[src/design/cls_pkg.sv]
// Purpose: Shared constants and types for the cold load setting switcher.
// Assumes: 32-bit classic Wishbone register port, byte addresses.
// Notes: Timer values count processing ticks; all ones means infinity.
package cls_pkg;
    // ************************************************************
    // Register map
    // ************************************************************
    localparam logic [7:0] CLS_CTRL_OFS = 8'h00;
    localparam logic [7:0] CLS_OPEN_TIME_OFS = 8'h04;
    localparam logic [7:0] CLS_ACTIVE_TIME_OFS = 8'h08;
    localparam logic [7:0] CLS_STOP_TIME_OFS = 8'h0C;
    localparam logic [7:0] CLS_DYN_PICKUP_OFS = 8'h10;
    localparam logic [7:0] CLS_DYN_DELAY_OFS = 8'h14;
    localparam logic [7:0] CLS_STATUS_OFS = 8'h18;

    // ************************************************************
    // Fields and reset values
    // ************************************************************
    localparam int CLS_CTRL_EN_BIT = 0;
    localparam int CLS_CTRL_COND_LSB = 1;
    localparam int CLS_TIME_W = 16;
    localparam logic [15:0] CLS_TIME_INF = 16'hFFFF;
    localparam logic CLS_EN_RST = 1'b0;
    localparam logic [1:0] CLS_COND_RST = 2'h0;
    localparam logic [15:0] CLS_OPEN_TIME_RST = 16'h0064;
    localparam logic [15:0] CLS_ACTIVE_TIME_RST = 16'h0E10;
    localparam logic [15:0] CLS_STOP_TIME_RST = 16'hFFFF;
    localparam logic [15:0] CLS_DYN_PICKUP_RST = 16'h0000;
    localparam logic [15:0] CLS_DYN_DELAY_RST = 16'h0000;

    typedef enum logic [1:0] {
        CLS_NO_CURRENT,
        CLS_BREAKER,
        CLS_RECLOSE,
        CLS_COND_RSVD
    } cls_start_type;

    typedef enum logic [2:0] {
        CLS_PU_WAIT,
        CLS_IDLE,
        CLS_OPEN_WAIT,
        CLS_COLD_DYN,
        CLS_ACTIVE_RUN,
        CLS_PICKUP_HOLD,
        CLS_EXT_DYN
    } cls_state_type;
endpackage : cls_pkg

[src/design/cls_sync.sv]
// Purpose: Two-stage synchroniser for the binary inputs.
// Assumes: Inputs are slow levels from pins.
// Notes: The first stage feeds only the second stage.
`timescale 1ns/1ps
`default_nettype none
module cls_sync #(
    parameter int W = 5
) (
    input wire logic clock,
    input wire logic rst_n,
    input wire logic [W-1:0] async_in,
    output logic [W-1:0] sync_out
);
    import cls_pkg::*;

    typedef struct packed {
        logic [W-1:0] s1;
        logic [W-1:0] s2;
    } cls_sync_type;

    cls_sync_type q, d;

    always_comb
    begin
        d.s1 = async_in;
        d.s2 = q.s1;
        if (!rst_n)
        begin
            d = '0;
        end
    end

    always_ff @(posedge clock)
    begin
        q <= d;
    end

    assign sync_out = q.s2;
endmodule : cls_sync
`default_nettype wire

[src/design/cls_timer.sv]
// Purpose: Tick counter compared against a configured duration.
// Assumes: tick_in is a one-cycle pulse on the same clock.
// Notes: A limit of all ones never expires; dropping run clears the count.
`timescale 1ns/1ps
`default_nettype none
module cls_timer (
    input wire logic clock,
    input wire logic rst_n,
    input wire logic run,
    input wire logic tick_in,
    input wire logic [cls_pkg::CLS_TIME_W-1:0] limit,
    output logic expired,
    output logic [cls_pkg::CLS_TIME_W-1:0] count
);
    import cls_pkg::*;

    typedef struct packed {
        logic [CLS_TIME_W-1:0] cnt;
    } cls_timer_type;

    cls_timer_type q, d;

    // Infinity never expires even if the count saturates
    assign expired = run && (limit != CLS_TIME_INF) && (q.cnt >= limit);
    assign count = q.cnt;

    always_comb
    begin
        d = q;
        if (!run || !rst_n)
        begin
            d.cnt = '0;
        end
        else if (tick_in && !expired && q.cnt != CLS_TIME_INF)
        begin
            d.cnt = q.cnt + 16'h0001;
        end
    end

    always_ff @(posedge clock)
    begin
        q <= d;
    end
endmodule : cls_timer
`default_nettype wire

[src/design/cls_switcher.sv]
// Purpose: Decides when overcurrent elements use the dynamic setting set.
// Assumes: tick_in, reclose_ready_sig, pickup and dropout inputs are on clock.
// Notes: Registers over classic Wishbone; the five breaker, current, force and block pin inputs are synchronised.
//
// Implementation choices: the Wishbone interface to the registers and the register addresses.
`timescale 1ns/1ps
`default_nettype none
module cls_switcher (
    input wire logic clock,
    input wire logic rst_n,
    input wire logic wb_cyc_i,
    input wire logic wb_stb_i,
    input wire logic wb_we_i,
    input wire logic [7:0] wb_adr_i,
    input wire logic [3:0] wb_sel_i,
    input wire logic [31:0] wb_dat_i,
    output logic [31:0] wb_dat_o,
    output logic wb_ack_o,
    input wire logic tick_in,
    input wire logic breaker_open_in,
    input wire logic curr_above_min_in,
    input wire logic dyn_set_force_in,
    input wire logic dyn_set_block_in,
    input wire logic stop_timer_block_in,
    input wire logic reclose_ready_sig,
    input wire logic elem_pickup_in,
    input wire logic [3:0] dropout_cond_in,
    input wire logic [cls_pkg::CLS_TIME_W-1:0] normal_pickup_in,
    input wire logic [cls_pkg::CLS_TIME_W-1:0] normal_delay_in,
    output logic [cls_pkg::CLS_TIME_W-1:0] pickup_out,
    output logic [cls_pkg::CLS_TIME_W-1:0] delay_out,
    output logic dyn_set_sel,
    output logic elem_timer_restart
);
    import cls_pkg::*;

    // ************************************************************
    // State
    // ************************************************************
    typedef struct packed {
        cls_state_type st;
        logic dyn;
        logic restart;
        logic enable;
        cls_start_type cond;
        logic [CLS_TIME_W-1:0] open_time;
        logic [CLS_TIME_W-1:0] active_time;
        logic [CLS_TIME_W-1:0] stop_time;
        logic [CLS_TIME_W-1:0] dyn_pickup;
        logic [CLS_TIME_W-1:0] dyn_delay;
        logic [CLS_TIME_W-1:0] pickup;
        logic [CLS_TIME_W-1:0] delay;
        logic ack;
        logic [31:0] rdata;
    } cls_core_type;

    cls_core_type q, d;

    function automatic logic [15:0] cls_merge(
        input logic [15:0] old,
        input logic [31:0] wdata,
        input logic [3:0] sel
    );
        logic [15:0] res;
        res = old;
        if (sel[0])
        begin
            res[7:0] = wdata[7:0];
        end
        if (sel[1])
        begin
            res[15:8] = wdata[15:8];
        end
        return res;
    endfunction : cls_merge

    function automatic logic cls_is_dyn(input cls_state_type s);
        return (s == CLS_COLD_DYN) || (s == CLS_ACTIVE_RUN) ||
               (s == CLS_PICKUP_HOLD) || (s == CLS_EXT_DYN);
    endfunction : cls_is_dyn

    // ************************************************************
    // Input synchronisation and conditions
    // ************************************************************
    logic [4:0] pins_s;
    logic brk_open_s;
    logic cur_above_s;
    logic force_s;
    logic block_s;
    logic stop_block_s;
    logic deenerg;
    logic ext_req;
    logic func_ok;
    logic below_normal;
    logic open_run;
    logic active_run;
    logic stop_run;
    logic open_exp;
    logic active_exp;
    logic stop_exp;
    logic bus_req;
    logic bus_wr;

    cls_sync #(
        .W(5)
    ) u_sync (
        .clock(clock),
        .rst_n(rst_n),
        .async_in({stop_timer_block_in, dyn_set_block_in, dyn_set_force_in,
                   curr_above_min_in, breaker_open_in}),
        .sync_out(pins_s)
    );

    assign brk_open_s = pins_s[0];
    assign cur_above_s = pins_s[1];
    assign force_s = pins_s[2];
    assign block_s = pins_s[3];
    assign stop_block_s = pins_s[4];

    always_comb
    begin
        unique case (q.cond)
            CLS_BREAKER: deenerg = brk_open_s;
            CLS_NO_CURRENT: deenerg = !cur_above_s;
            default: deenerg = 1'b0;
        endcase
    end

    assign ext_req = force_s || (q.cond == CLS_RECLOSE && reclose_ready_sig);
    assign func_ok = q.enable && !block_s;
    assign below_normal = |dropout_cond_in;

    // ************************************************************
    // Timers
    // ************************************************************
    // Power-up wait also runs the open timer, but its expiry is ignored
    assign open_run = func_ok && (q.st == CLS_OPEN_WAIT || q.st == CLS_PU_WAIT);
    assign active_run = func_ok && (q.st == CLS_ACTIVE_RUN);
    assign stop_run = active_run && below_normal && !stop_block_s &&
                      (q.stop_time != CLS_TIME_INF);

    cls_timer u_open_tmr (
        .clock(clock),
        .rst_n(rst_n),
        .run(open_run),
        .tick_in(tick_in),
        .limit(q.open_time),
        .expired(open_exp),
        .count()
    );

    cls_timer u_active_tmr (
        .clock(clock),
        .rst_n(rst_n),
        .run(active_run),
        .tick_in(tick_in),
        .limit(q.active_time),
        .expired(active_exp),
        .count()
    );

    cls_timer u_stop_tmr (
        .clock(clock),
        .rst_n(rst_n),
        .run(stop_run),
        .tick_in(tick_in),
        .limit(q.stop_time),
        .expired(stop_exp),
        .count()
    );

    // ************************************************************
    // Sequencer and register port
    // ************************************************************
    assign bus_req = wb_cyc_i && wb_stb_i;
    // Writes land on the edge where the master sees ack
    assign bus_wr = bus_req && wb_we_i && q.ack;

    always_comb
    begin
        d = q;
        d.restart = 1'b0;
        if (!func_ok)
        begin
            // A fault in progress must fall back to normal element delays
            d.restart = cls_is_dyn(q.st) && elem_pickup_in;
            d.st = CLS_IDLE;
            // Enable comes from software after reset, so power-up wait must outlast it
            if (q.st == CLS_PU_WAIT && !q.enable && !block_s)
            begin
                d.st = CLS_PU_WAIT;
            end
        end
        else if (ext_req)
        begin
            d.st = CLS_EXT_DYN;
        end
        else
        begin
            unique case (q.st)
                CLS_PU_WAIT:
                begin
                    if (!deenerg)
                    begin
                        d.st = CLS_IDLE;
                    end
                end
                CLS_IDLE:
                begin
                    if (deenerg)
                    begin
                        d.st = CLS_OPEN_WAIT;
                    end
                end
                CLS_OPEN_WAIT:
                begin
                    if (!deenerg)
                    begin
                        d.st = CLS_IDLE;
                    end
                    else if (open_exp)
                    begin
                        d.st = CLS_COLD_DYN;
                    end
                end
                CLS_COLD_DYN:
                begin
                    if (!deenerg)
                    begin
                        d.st = CLS_ACTIVE_RUN;
                    end
                end
                CLS_ACTIVE_RUN:
                begin
                    if (deenerg)
                    begin
                        d.st = CLS_COLD_DYN;
                    end
                    else if (active_exp || stop_exp)
                    begin
                        d.st = elem_pickup_in ? CLS_PICKUP_HOLD : CLS_IDLE;
                    end
                end
                CLS_PICKUP_HOLD:
                begin
                    if (!elem_pickup_in)
                    begin
                        d.st = CLS_IDLE;
                    end
                end
                CLS_EXT_DYN:
                begin
                    d.st = CLS_IDLE;
                end
            endcase
        end
        d.dyn = cls_is_dyn(d.st);

        d.ack = bus_req && !q.ack;
        d.rdata = '0;
        if (bus_req && !q.ack && !wb_we_i)
        begin
            unique case (wb_adr_i)
                CLS_CTRL_OFS: d.rdata = {29'h0000_0000, q.cond, q.enable};
                CLS_OPEN_TIME_OFS: d.rdata = {16'h0000, q.open_time};
                CLS_ACTIVE_TIME_OFS: d.rdata = {16'h0000, q.active_time};
                CLS_STOP_TIME_OFS: d.rdata = {16'h0000, q.stop_time};
                CLS_DYN_PICKUP_OFS: d.rdata = {16'h0000, q.dyn_pickup};
                CLS_DYN_DELAY_OFS: d.rdata = {16'h0000, q.dyn_delay};
                CLS_STATUS_OFS: d.rdata = {25'h000_0000, q.st, stop_run, active_run, open_run, q.dyn};
                default: d.rdata = '0;
            endcase
        end
        if (bus_wr)
        begin
            unique case (wb_adr_i)
                CLS_CTRL_OFS:
                begin
                    if (wb_sel_i[0])
                    begin
                        d.enable = wb_dat_i[CLS_CTRL_EN_BIT];
                        d.cond = cls_start_type'(wb_dat_i[CLS_CTRL_COND_LSB +: 2]);
                    end
                end
                CLS_OPEN_TIME_OFS: d.open_time = cls_merge(q.open_time, wb_dat_i, wb_sel_i);
                CLS_ACTIVE_TIME_OFS: d.active_time = cls_merge(q.active_time, wb_dat_i, wb_sel_i);
                CLS_STOP_TIME_OFS: d.stop_time = cls_merge(q.stop_time, wb_dat_i, wb_sel_i);
                CLS_DYN_PICKUP_OFS: d.dyn_pickup = cls_merge(q.dyn_pickup, wb_dat_i, wb_sel_i);
                CLS_DYN_DELAY_OFS: d.dyn_delay = cls_merge(q.dyn_delay, wb_dat_i, wb_sel_i);
                default: d.rdata = '0;
            endcase
        end
        // Taken after the bus write so a new dynamic value applies on the same edge
        d.pickup = d.dyn ? d.dyn_pickup : normal_pickup_in;
        d.delay = d.dyn ? d.dyn_delay : normal_delay_in;

        if (!rst_n)
        begin
            d = '0;
            d.st = CLS_PU_WAIT;
            d.enable = CLS_EN_RST;
            d.cond = cls_start_type'(CLS_COND_RST);
            d.open_time = CLS_OPEN_TIME_RST;
            d.active_time = CLS_ACTIVE_TIME_RST;
            d.stop_time = CLS_STOP_TIME_RST;
            d.dyn_pickup = CLS_DYN_PICKUP_RST;
            d.dyn_delay = CLS_DYN_DELAY_RST;
        end
    end

    always_ff @(posedge clock)
    begin
        q <= d;
    end

    assign wb_ack_o = q.ack;
    assign wb_dat_o = q.rdata;
    assign pickup_out = q.pickup;
    assign delay_out = q.delay;
    assign dyn_set_sel = q.dyn;
    assign elem_timer_restart = q.restart;
endmodule : cls_switcher
`default_nettype wire

[config.mk]
export PLATFORM = sky130hd
export DESIGN_NAME = cls_switcher
export DESIGN_NICKNAME = d
export VERILOG_FILES = /design/src/design/cls_pkg.sv /design/src/design/cls_sync.sv /design/src/design/cls_timer.sv /design/src/design/cls_switcher.sv
export SDC_FILE = /design/constraint.sdc
export NUM_CORES = 1
export LEC_CHECK = 0
export ABC_AREA = 1
export BUFFER_PORTS_ARGS = -buffer_cell sky130_fd_sc_hd__buf_4
export CAP_MARGIN = 20
export CORE_MARGIN = 2
export CORE_UTILIZATION = 62
export DETAILED_ROUTE_END_ITERATION = 8
export PLACE_DENSITY = 0.9
export SLEW_MARGIN = 30
export SYNTH_ARGS = -nofsm -noshare
export SYNTH_HDL_FRONTEND = slang
export SYNTH_SLANG_ARGS = --single-unit
[constraint.sdc]
create_clock -name clock -period 6.05 [get_ports clock]
set_input_delay 0.3025 -clock clock [delete_from_list [all_inputs] [get_ports clock]]
set_output_delay 0.3025 -clock clock [all_outputs]
set_load 0.01 [all_outputs]
Word level (Yosys, flattened, before mapping)
Cells that the tools add are included.

storage, ports and cells
  register bits = 211
  input port bits = 93
  output and inout bits = 67
  logic and storage cells = 145

operators by class
  add/subtract/negate cells = 3
  $lt $le $gt $ge = 3
  equality and inequality tests = 24
  multiplexer cells = 27
  bitwise operators = 1
  reductions and logical operators = 65

operator list
  cell                                                                    number
  16-bit case mux with 7 select lines                                     1
  32-bit 2-to-1 mux                                                       3
  16-bit != test (second input constant)                                  6
  16-bit 2-to-1 mux                                                       5
  16-bit by 1-bit adder with 16-bit output (second input constant)        3
  16-bit >= comparator                                                    3
  3-bit 2-to-1 mux                                                        11
  8-bit 2-to-1 mux                                                        4
  1-bit logical AND                                                       27
  8-bit by 5-bit equality test with 1-bit output (second input constant)  3
  3-bit case mux with 7 select lines                                      1
  3-bit AND reduction                                                     7
  3-bit equality test (second input constant)                             6
  8-bit by 4-bit equality test with 1-bit output (second input constant)  2
  1-bit logical NOT                                                       13
  1-bit logical OR                                                        12
  3-bit by 2-bit equality test with 1-bit output (second input constant)  3
  8-bit by 3-bit equality test with 1-bit output (second input constant)  1
  8-bit logical NOT                                                       1
  6-bit OR reduction                                                      1
  4-bit OR reduction                                                      1
  3-bit by 1-bit equality test with 1-bit output (second input constant)  1
  3-bit logical NOT                                                       1
  2-bit by 1-bit equality test with 1-bit output (second input constant)  1
  other kinds (6)                                                         6

Depth between registers and ports, before layout
  word-level depth = 19
  depth in mapped cells = 24
  mapped depth without buffers = 22

By module
From an unflattened synthesis, not the netlist that was laid out.

second synthesis, totals
  cells, all modules = 1597
  area total of the unflattened synthesis = 10862.9 µm²

by module, submodules not included
  module                     times used  cells an instance  area an instance (µm²)  seq. area each (µm²)
  cls_switcher               1           888                6437.4                  2742.6
  cls_timer at u_stop_tmr    1           226                1373.8                  320.3
  cls_timer at u_active_tmr  1           224                1372.6                  320.3
  cls_timer at u_open_tmr    1           223                1355.0                  320.3
  cls_sync                   1           36                 324.1                   200.2

Worst setup path after synthesis
No wires, ideal clock.

  path type = reg-to-reg
  from = reg q[100] in the netlist's numbering
  to = reg q (netlist bit delay_out[11])
  setup time = 0.113 ns
  arrival = 2.059 ns
  setup slack = 3.878 ns
  cell stages (with the launch flop) = 22
  buffers on the path = 2
  cell sequence = dfxtp_1 > inv_1 > ha_1 > nand2_1 > nor2_1 > and2_1 > nor2_1 > nand2_1 > nand2_1 > nand2_1 > nand2_1 > nand2_2 > nor2_1 > nand2_1 > nand2_1 > nand2_2 > nand2_2 > nand2_4 > buf_12 > buf_6 > a21oi_2 > nor2_1

on the way
  cells in the longest elaborated chain, start to end = 15
  elaborated cells on any way between the ends = 19

RTL lines
  what                                                                                   RTL line             source
  from (decl)                                                                            cls_switcher.sv:57   cls_core_type q, d;
  from (signal assigned)                                                                 cls_switcher.sv:313  q <= d;
  parallel branches: the longest is 3 deep, another holds 16-bit >= comparator           n/a
  1-bit logical AND (*)                                                                  cls_timer.sv:24      assign expired = run && (limit != CLS_TIME_INF) && (q.cnt >= limit);
  1-bit logical OR (*)                                                                   cls_switcher.sv:239  else if (active_exp || stop_exp)
  3-bit 2-to-1 mux (*)                                                                   cls_switcher.sv:239
  3-bit 2-to-1 mux (*)                                                                   cls_switcher.sv:235  if (deenerg)
  3-bit case mux with 7 select lines (*)                                                 cls_switcher.sv:200  unique case (q.st)
  3-bit 2-to-1 mux (*)                                                                   cls_switcher.sv:194  else if (ext_req)
  3-bit 2-to-1 mux (*)                                                                   cls_switcher.sv:183  if (!func_ok)
  3-bit by 2-bit equality test with 1-bit output or 3-bit equality test (tied branches)  cls_switcher.sv:78   return (s == CLS_COLD_DYN) || (s == CLS_ACTIVE_RUN) ||
  1-bit logical OR (2 in series)                                                         cls_switcher.sv:78
  1-bit logical OR (*)                                                                   cls_switcher.sv:79   (s == CLS_PICKUP_HOLD) || (s == CLS_EXT_DYN);
  16-bit 2-to-1 mux (*)                                                                  cls_switcher.sv:295  d.delay = d.dyn ? d.dyn_delay : normal_delay_in;

Every way passes the cells marked *.
A chain may end at the register's enable or synchronous reset.

Final worst setup path
  from = reg q[144] in the netlist's numbering
  to = reg q (netlist bit delay_out[9])

on the way
  cells in the longest elaborated chain, start to end = 13
  elaborated cells on any way between the ends = 17

RTL lines
  what                                                                                   RTL line             source
  parallel branches: the longest is 2 deep, another holds 16-bit >= comparator           n/a
  1-bit logical AND (*)                                                                  cls_timer.sv:24
  3-bit 2-to-1 mux (*)                                                                   cls_switcher.sv:221  else if (open_exp)
  3-bit 2-to-1 mux (*)                                                                   cls_switcher.sv:217  if (!deenerg)
  3-bit case mux with 7 select lines (*)                                                 cls_switcher.sv:200
  3-bit 2-to-1 mux (*)                                                                   cls_switcher.sv:194
  3-bit 2-to-1 mux (*)                                                                   cls_switcher.sv:183
  3-bit by 2-bit equality test with 1-bit output or 3-bit equality test (tied branches)  cls_switcher.sv:78
  1-bit logical OR (2 in series)                                                         cls_switcher.sv:78
  1-bit logical OR (*)                                                                   cls_switcher.sv:79
  16-bit 2-to-1 mux (*)                                                                  cls_switcher.sv:295

Marks and branches as above.

==> impl_metrics.ini <==
[cts]
htree_levels = 4
clk_pin_slew_ns = 0.07
cts_hold_buf = 0
tritoncts = built
cts-resized-gates = 0
clkLatencyLatePin_ns = 0.45
cts_buffers = 17
clock-sinks = 195
cts_root_buf = clkbuf_16
max-clock-path-buffers = 2
post_cts_buffers = 0

[timing]
hold_ws_ns = 0.04147
finalSetupViolCount = 0
fin_tns_setup_ns = 0
fin_crit_ns = 3.176
rsz0062_at_grt = false
slew_headroom_pct = 36.83
period_share_pct = 52.50
fmax_mhz = 314.8
fin_skew_ns = 0.01113
final_hold_viol_count = 0
slew_violations = 0
worst_pin_slew_ns = 0.9441

[logic_synthesis]
yosysTopAreaCell = dfxtp_1
yosysMostFrequentCell = nand2_1
postSynth.asyncResetShare_pct = 0
synth_top_area_share_pct = 37.34
syn_avg_cell_area_um2 = 7.410
yosysSeqAreaShare_pct = 37.34
synth_edf_count = 0
synth.ff_latch_count = 195
netlist_area_um2 = 10460
ys.flop_type = dfxtp_1
synthCells = 1411
yosysWarnings = 0
synthTopCellsByCount = nand2_1, dfxtp_1, nor2_1
netlist_top_cells_area = dfxtp_1, nand2_1, ha_1, nor2_1, inv_1
netlist-cell-type-count = 53

[finish]
fill_cells = 1263
final_nets = 1604
finalNonFillerCells = 1693
post_route_cells_drive_above_1_share_pct = 17.99
regArea_um2 = 3904
syn_to_final_growth_pct = 10.58
multi_input_area_um2 = 5140
fin_util_pct = 69.96
diodes = 0

[global_route]
overflow = 0
grt.total_usage_pct = 29.72
antenna_found_initial = 0
grt_pass1_wl_um = 42890
grt_pass1_vias = 8980
grt_max_degree = 91

[worst_setup_path]
path_buf_inv = 1
critPathCaptureType = flip-flop
cp-start-kind = flip-flop
max_stage_delay_ns = 0.64
crit_arrival_ns = 3.51
cpMaxStageDelayCell = nand2_4
required_ns = 6.38
path_common_cell = nand2_1
cp_max_fo = 65
crit_type = flip-flop to flip-flop
crit_chain = inv_1, ha_1, nand2_1, nor3_1, nand3_1, nand3_1, nand2_1, nand2_1, nand2_1, nand2_1, nand2_1, nand2_2, nand2_2, nand2_4, nand3_2, nand2_1, nor2_1
cpLargestDelayFamily = simple AND/OR/NAND/NOR gates

[place]
hpwl_um = 19930
placedCellCount = 1660
routabilityCongestion = 0.9892
placement.io_buffers = 125

[die]
start_util_pct = 63.27
std_cell_rows = 47
dieArea_um2 = 17920
die_y_um = 133.9
coreArea_um2 = 16520
ios = 160
die_w_um = 133.9

[routing]
wl_per_cell_um = 15.91
drt-total-wl_um = 26940
drtPass1Iterations = 7
ant_nets = 0
via_count = 9658
drc_errors = 0
vias_per_cell = 5.705
drt_iter0_drc = 1093

[pwr]
leakagePower_nw = 5.043
power.density_nw_per_um2 = 222.2
ir_worst_vdd_mv = 0.2102
power_mw = 2.569

[flow_run]
drv_cap = 0

[run_status]
outcome = completed

[worst_hold_path]
hold_path_class = primary input to flip-flop
## state kept, by name, indices dropped and copies added, names as in the netlist
name                flops
q                      86
delay_out              16
pickup_out             16
u_active_tmr.count     16
u_open_tmr.count       16
u_stop_tmr.count       16
wb_dat_o               16
u_sync.q                5
u_sync.sync_out         5
dyn_set_sel             1
elem_timer_restart      1
wb_ack_o                1
## where the power goes
group	leakage (nW)	switching [mW]	internal, mW
Clock	0.289	0.535	0.592
Sequential	1.58	0.00474	1.30
Combinational	3.17	0.0776	0.0621
Total	5.04	0.617	1.95
## layout by cell type (no fill, tap or decap), drive strengths merged, types with 3 or more instances in the layout
cell type / n
nand3: 59
or2: 6
o22ai: 8
a21boi: 3
a21oi: 137
a221oi: 13
clkinv: 5
buf: 128
xor2: 6
mux2i: 6
inv: 192
ha: 51
nand4: 23
nand2: 268
nor2: 175
a31oi: 4
dfxtp: 195
conb: 16
o211ai: 31
nor3: 36
clkbuf: 18
a211oi: 6
o21ai: 68
nor4: 6
## path summary, 6_finish.rpt
kind	start	endpoint	slack (ns)	cells past startpoint
worst max-delay path	q[144]	delay_out[9]	2.87	17
worst max register to register	q[144]	delay_out[9]	2.87	17
worst min register to register	u_sync.q[8]	u_sync.sync_out[3]	0.41	2
worst min-delay path	dyn_set_block_in	u_sync.q[8]	0.04	3
## final cells by class
| cell class | count | share of cell area [%] |
|---|---|---|
| Sequential cell | 195 | 33.77 |
| Clock buffer | 18 | 3.799 |
| Clock inverter | 14 | 1.201 |
| Timing Repair Buffer | 128 | 8.420 |
| Inverter | 184 | 5.974 |
| Multi-Input combinational cell | 934 | 44.46 |
| Tap cell | 220 | 2.381 |
## worst register-to-register path: cells and delay by family (launching register included)
family | cells | cell delay, ns
fa+ha+maj | 1 | 0.30
simple gates | 15 | 2.26
flops | 1 | 0.41
buf+inv | 1 | 0.08
## through the flow
step                worst slack [ns]  instance area, um^2
floorplan                      3.878                10510
global placement               2.805                10960
CTS                            2.704                11540
global route                   2.653                11560
detailed placement             2.737                10960
finish                         2.874                11560
## cells by family (layout without fill, tap and decap cells)
family | count (synthesis) | after routing | synth area share (%)
simple gates | 578 | 578 | 25.38
buf+inv | 297 | 344 | 14.11
compound gates | 276 | 276 | 15.87
flops | 195 | 195 | 37.34
fa+ha+maj | 51 | 51 | 6.103
xor+xnor | 7 | 7 | 0.5864
mux | 6 | 6 | 0.5745
other cells | 1 | 16 | 0.03587
## layer usage
layer  vias to the layer above  routed length [um]  GRT usage [%]  part of all wire (%)
li1                       4647                   -              -                     -
met1                      4383               10410          36.44                    39
met2                       541               12780          51.48                    47
met3                        87                2862          5.933                    11
met4                         0                 892          11.52                   3.3
met5                         -                   0              0                     0
(Power assumes the default switching activity.)
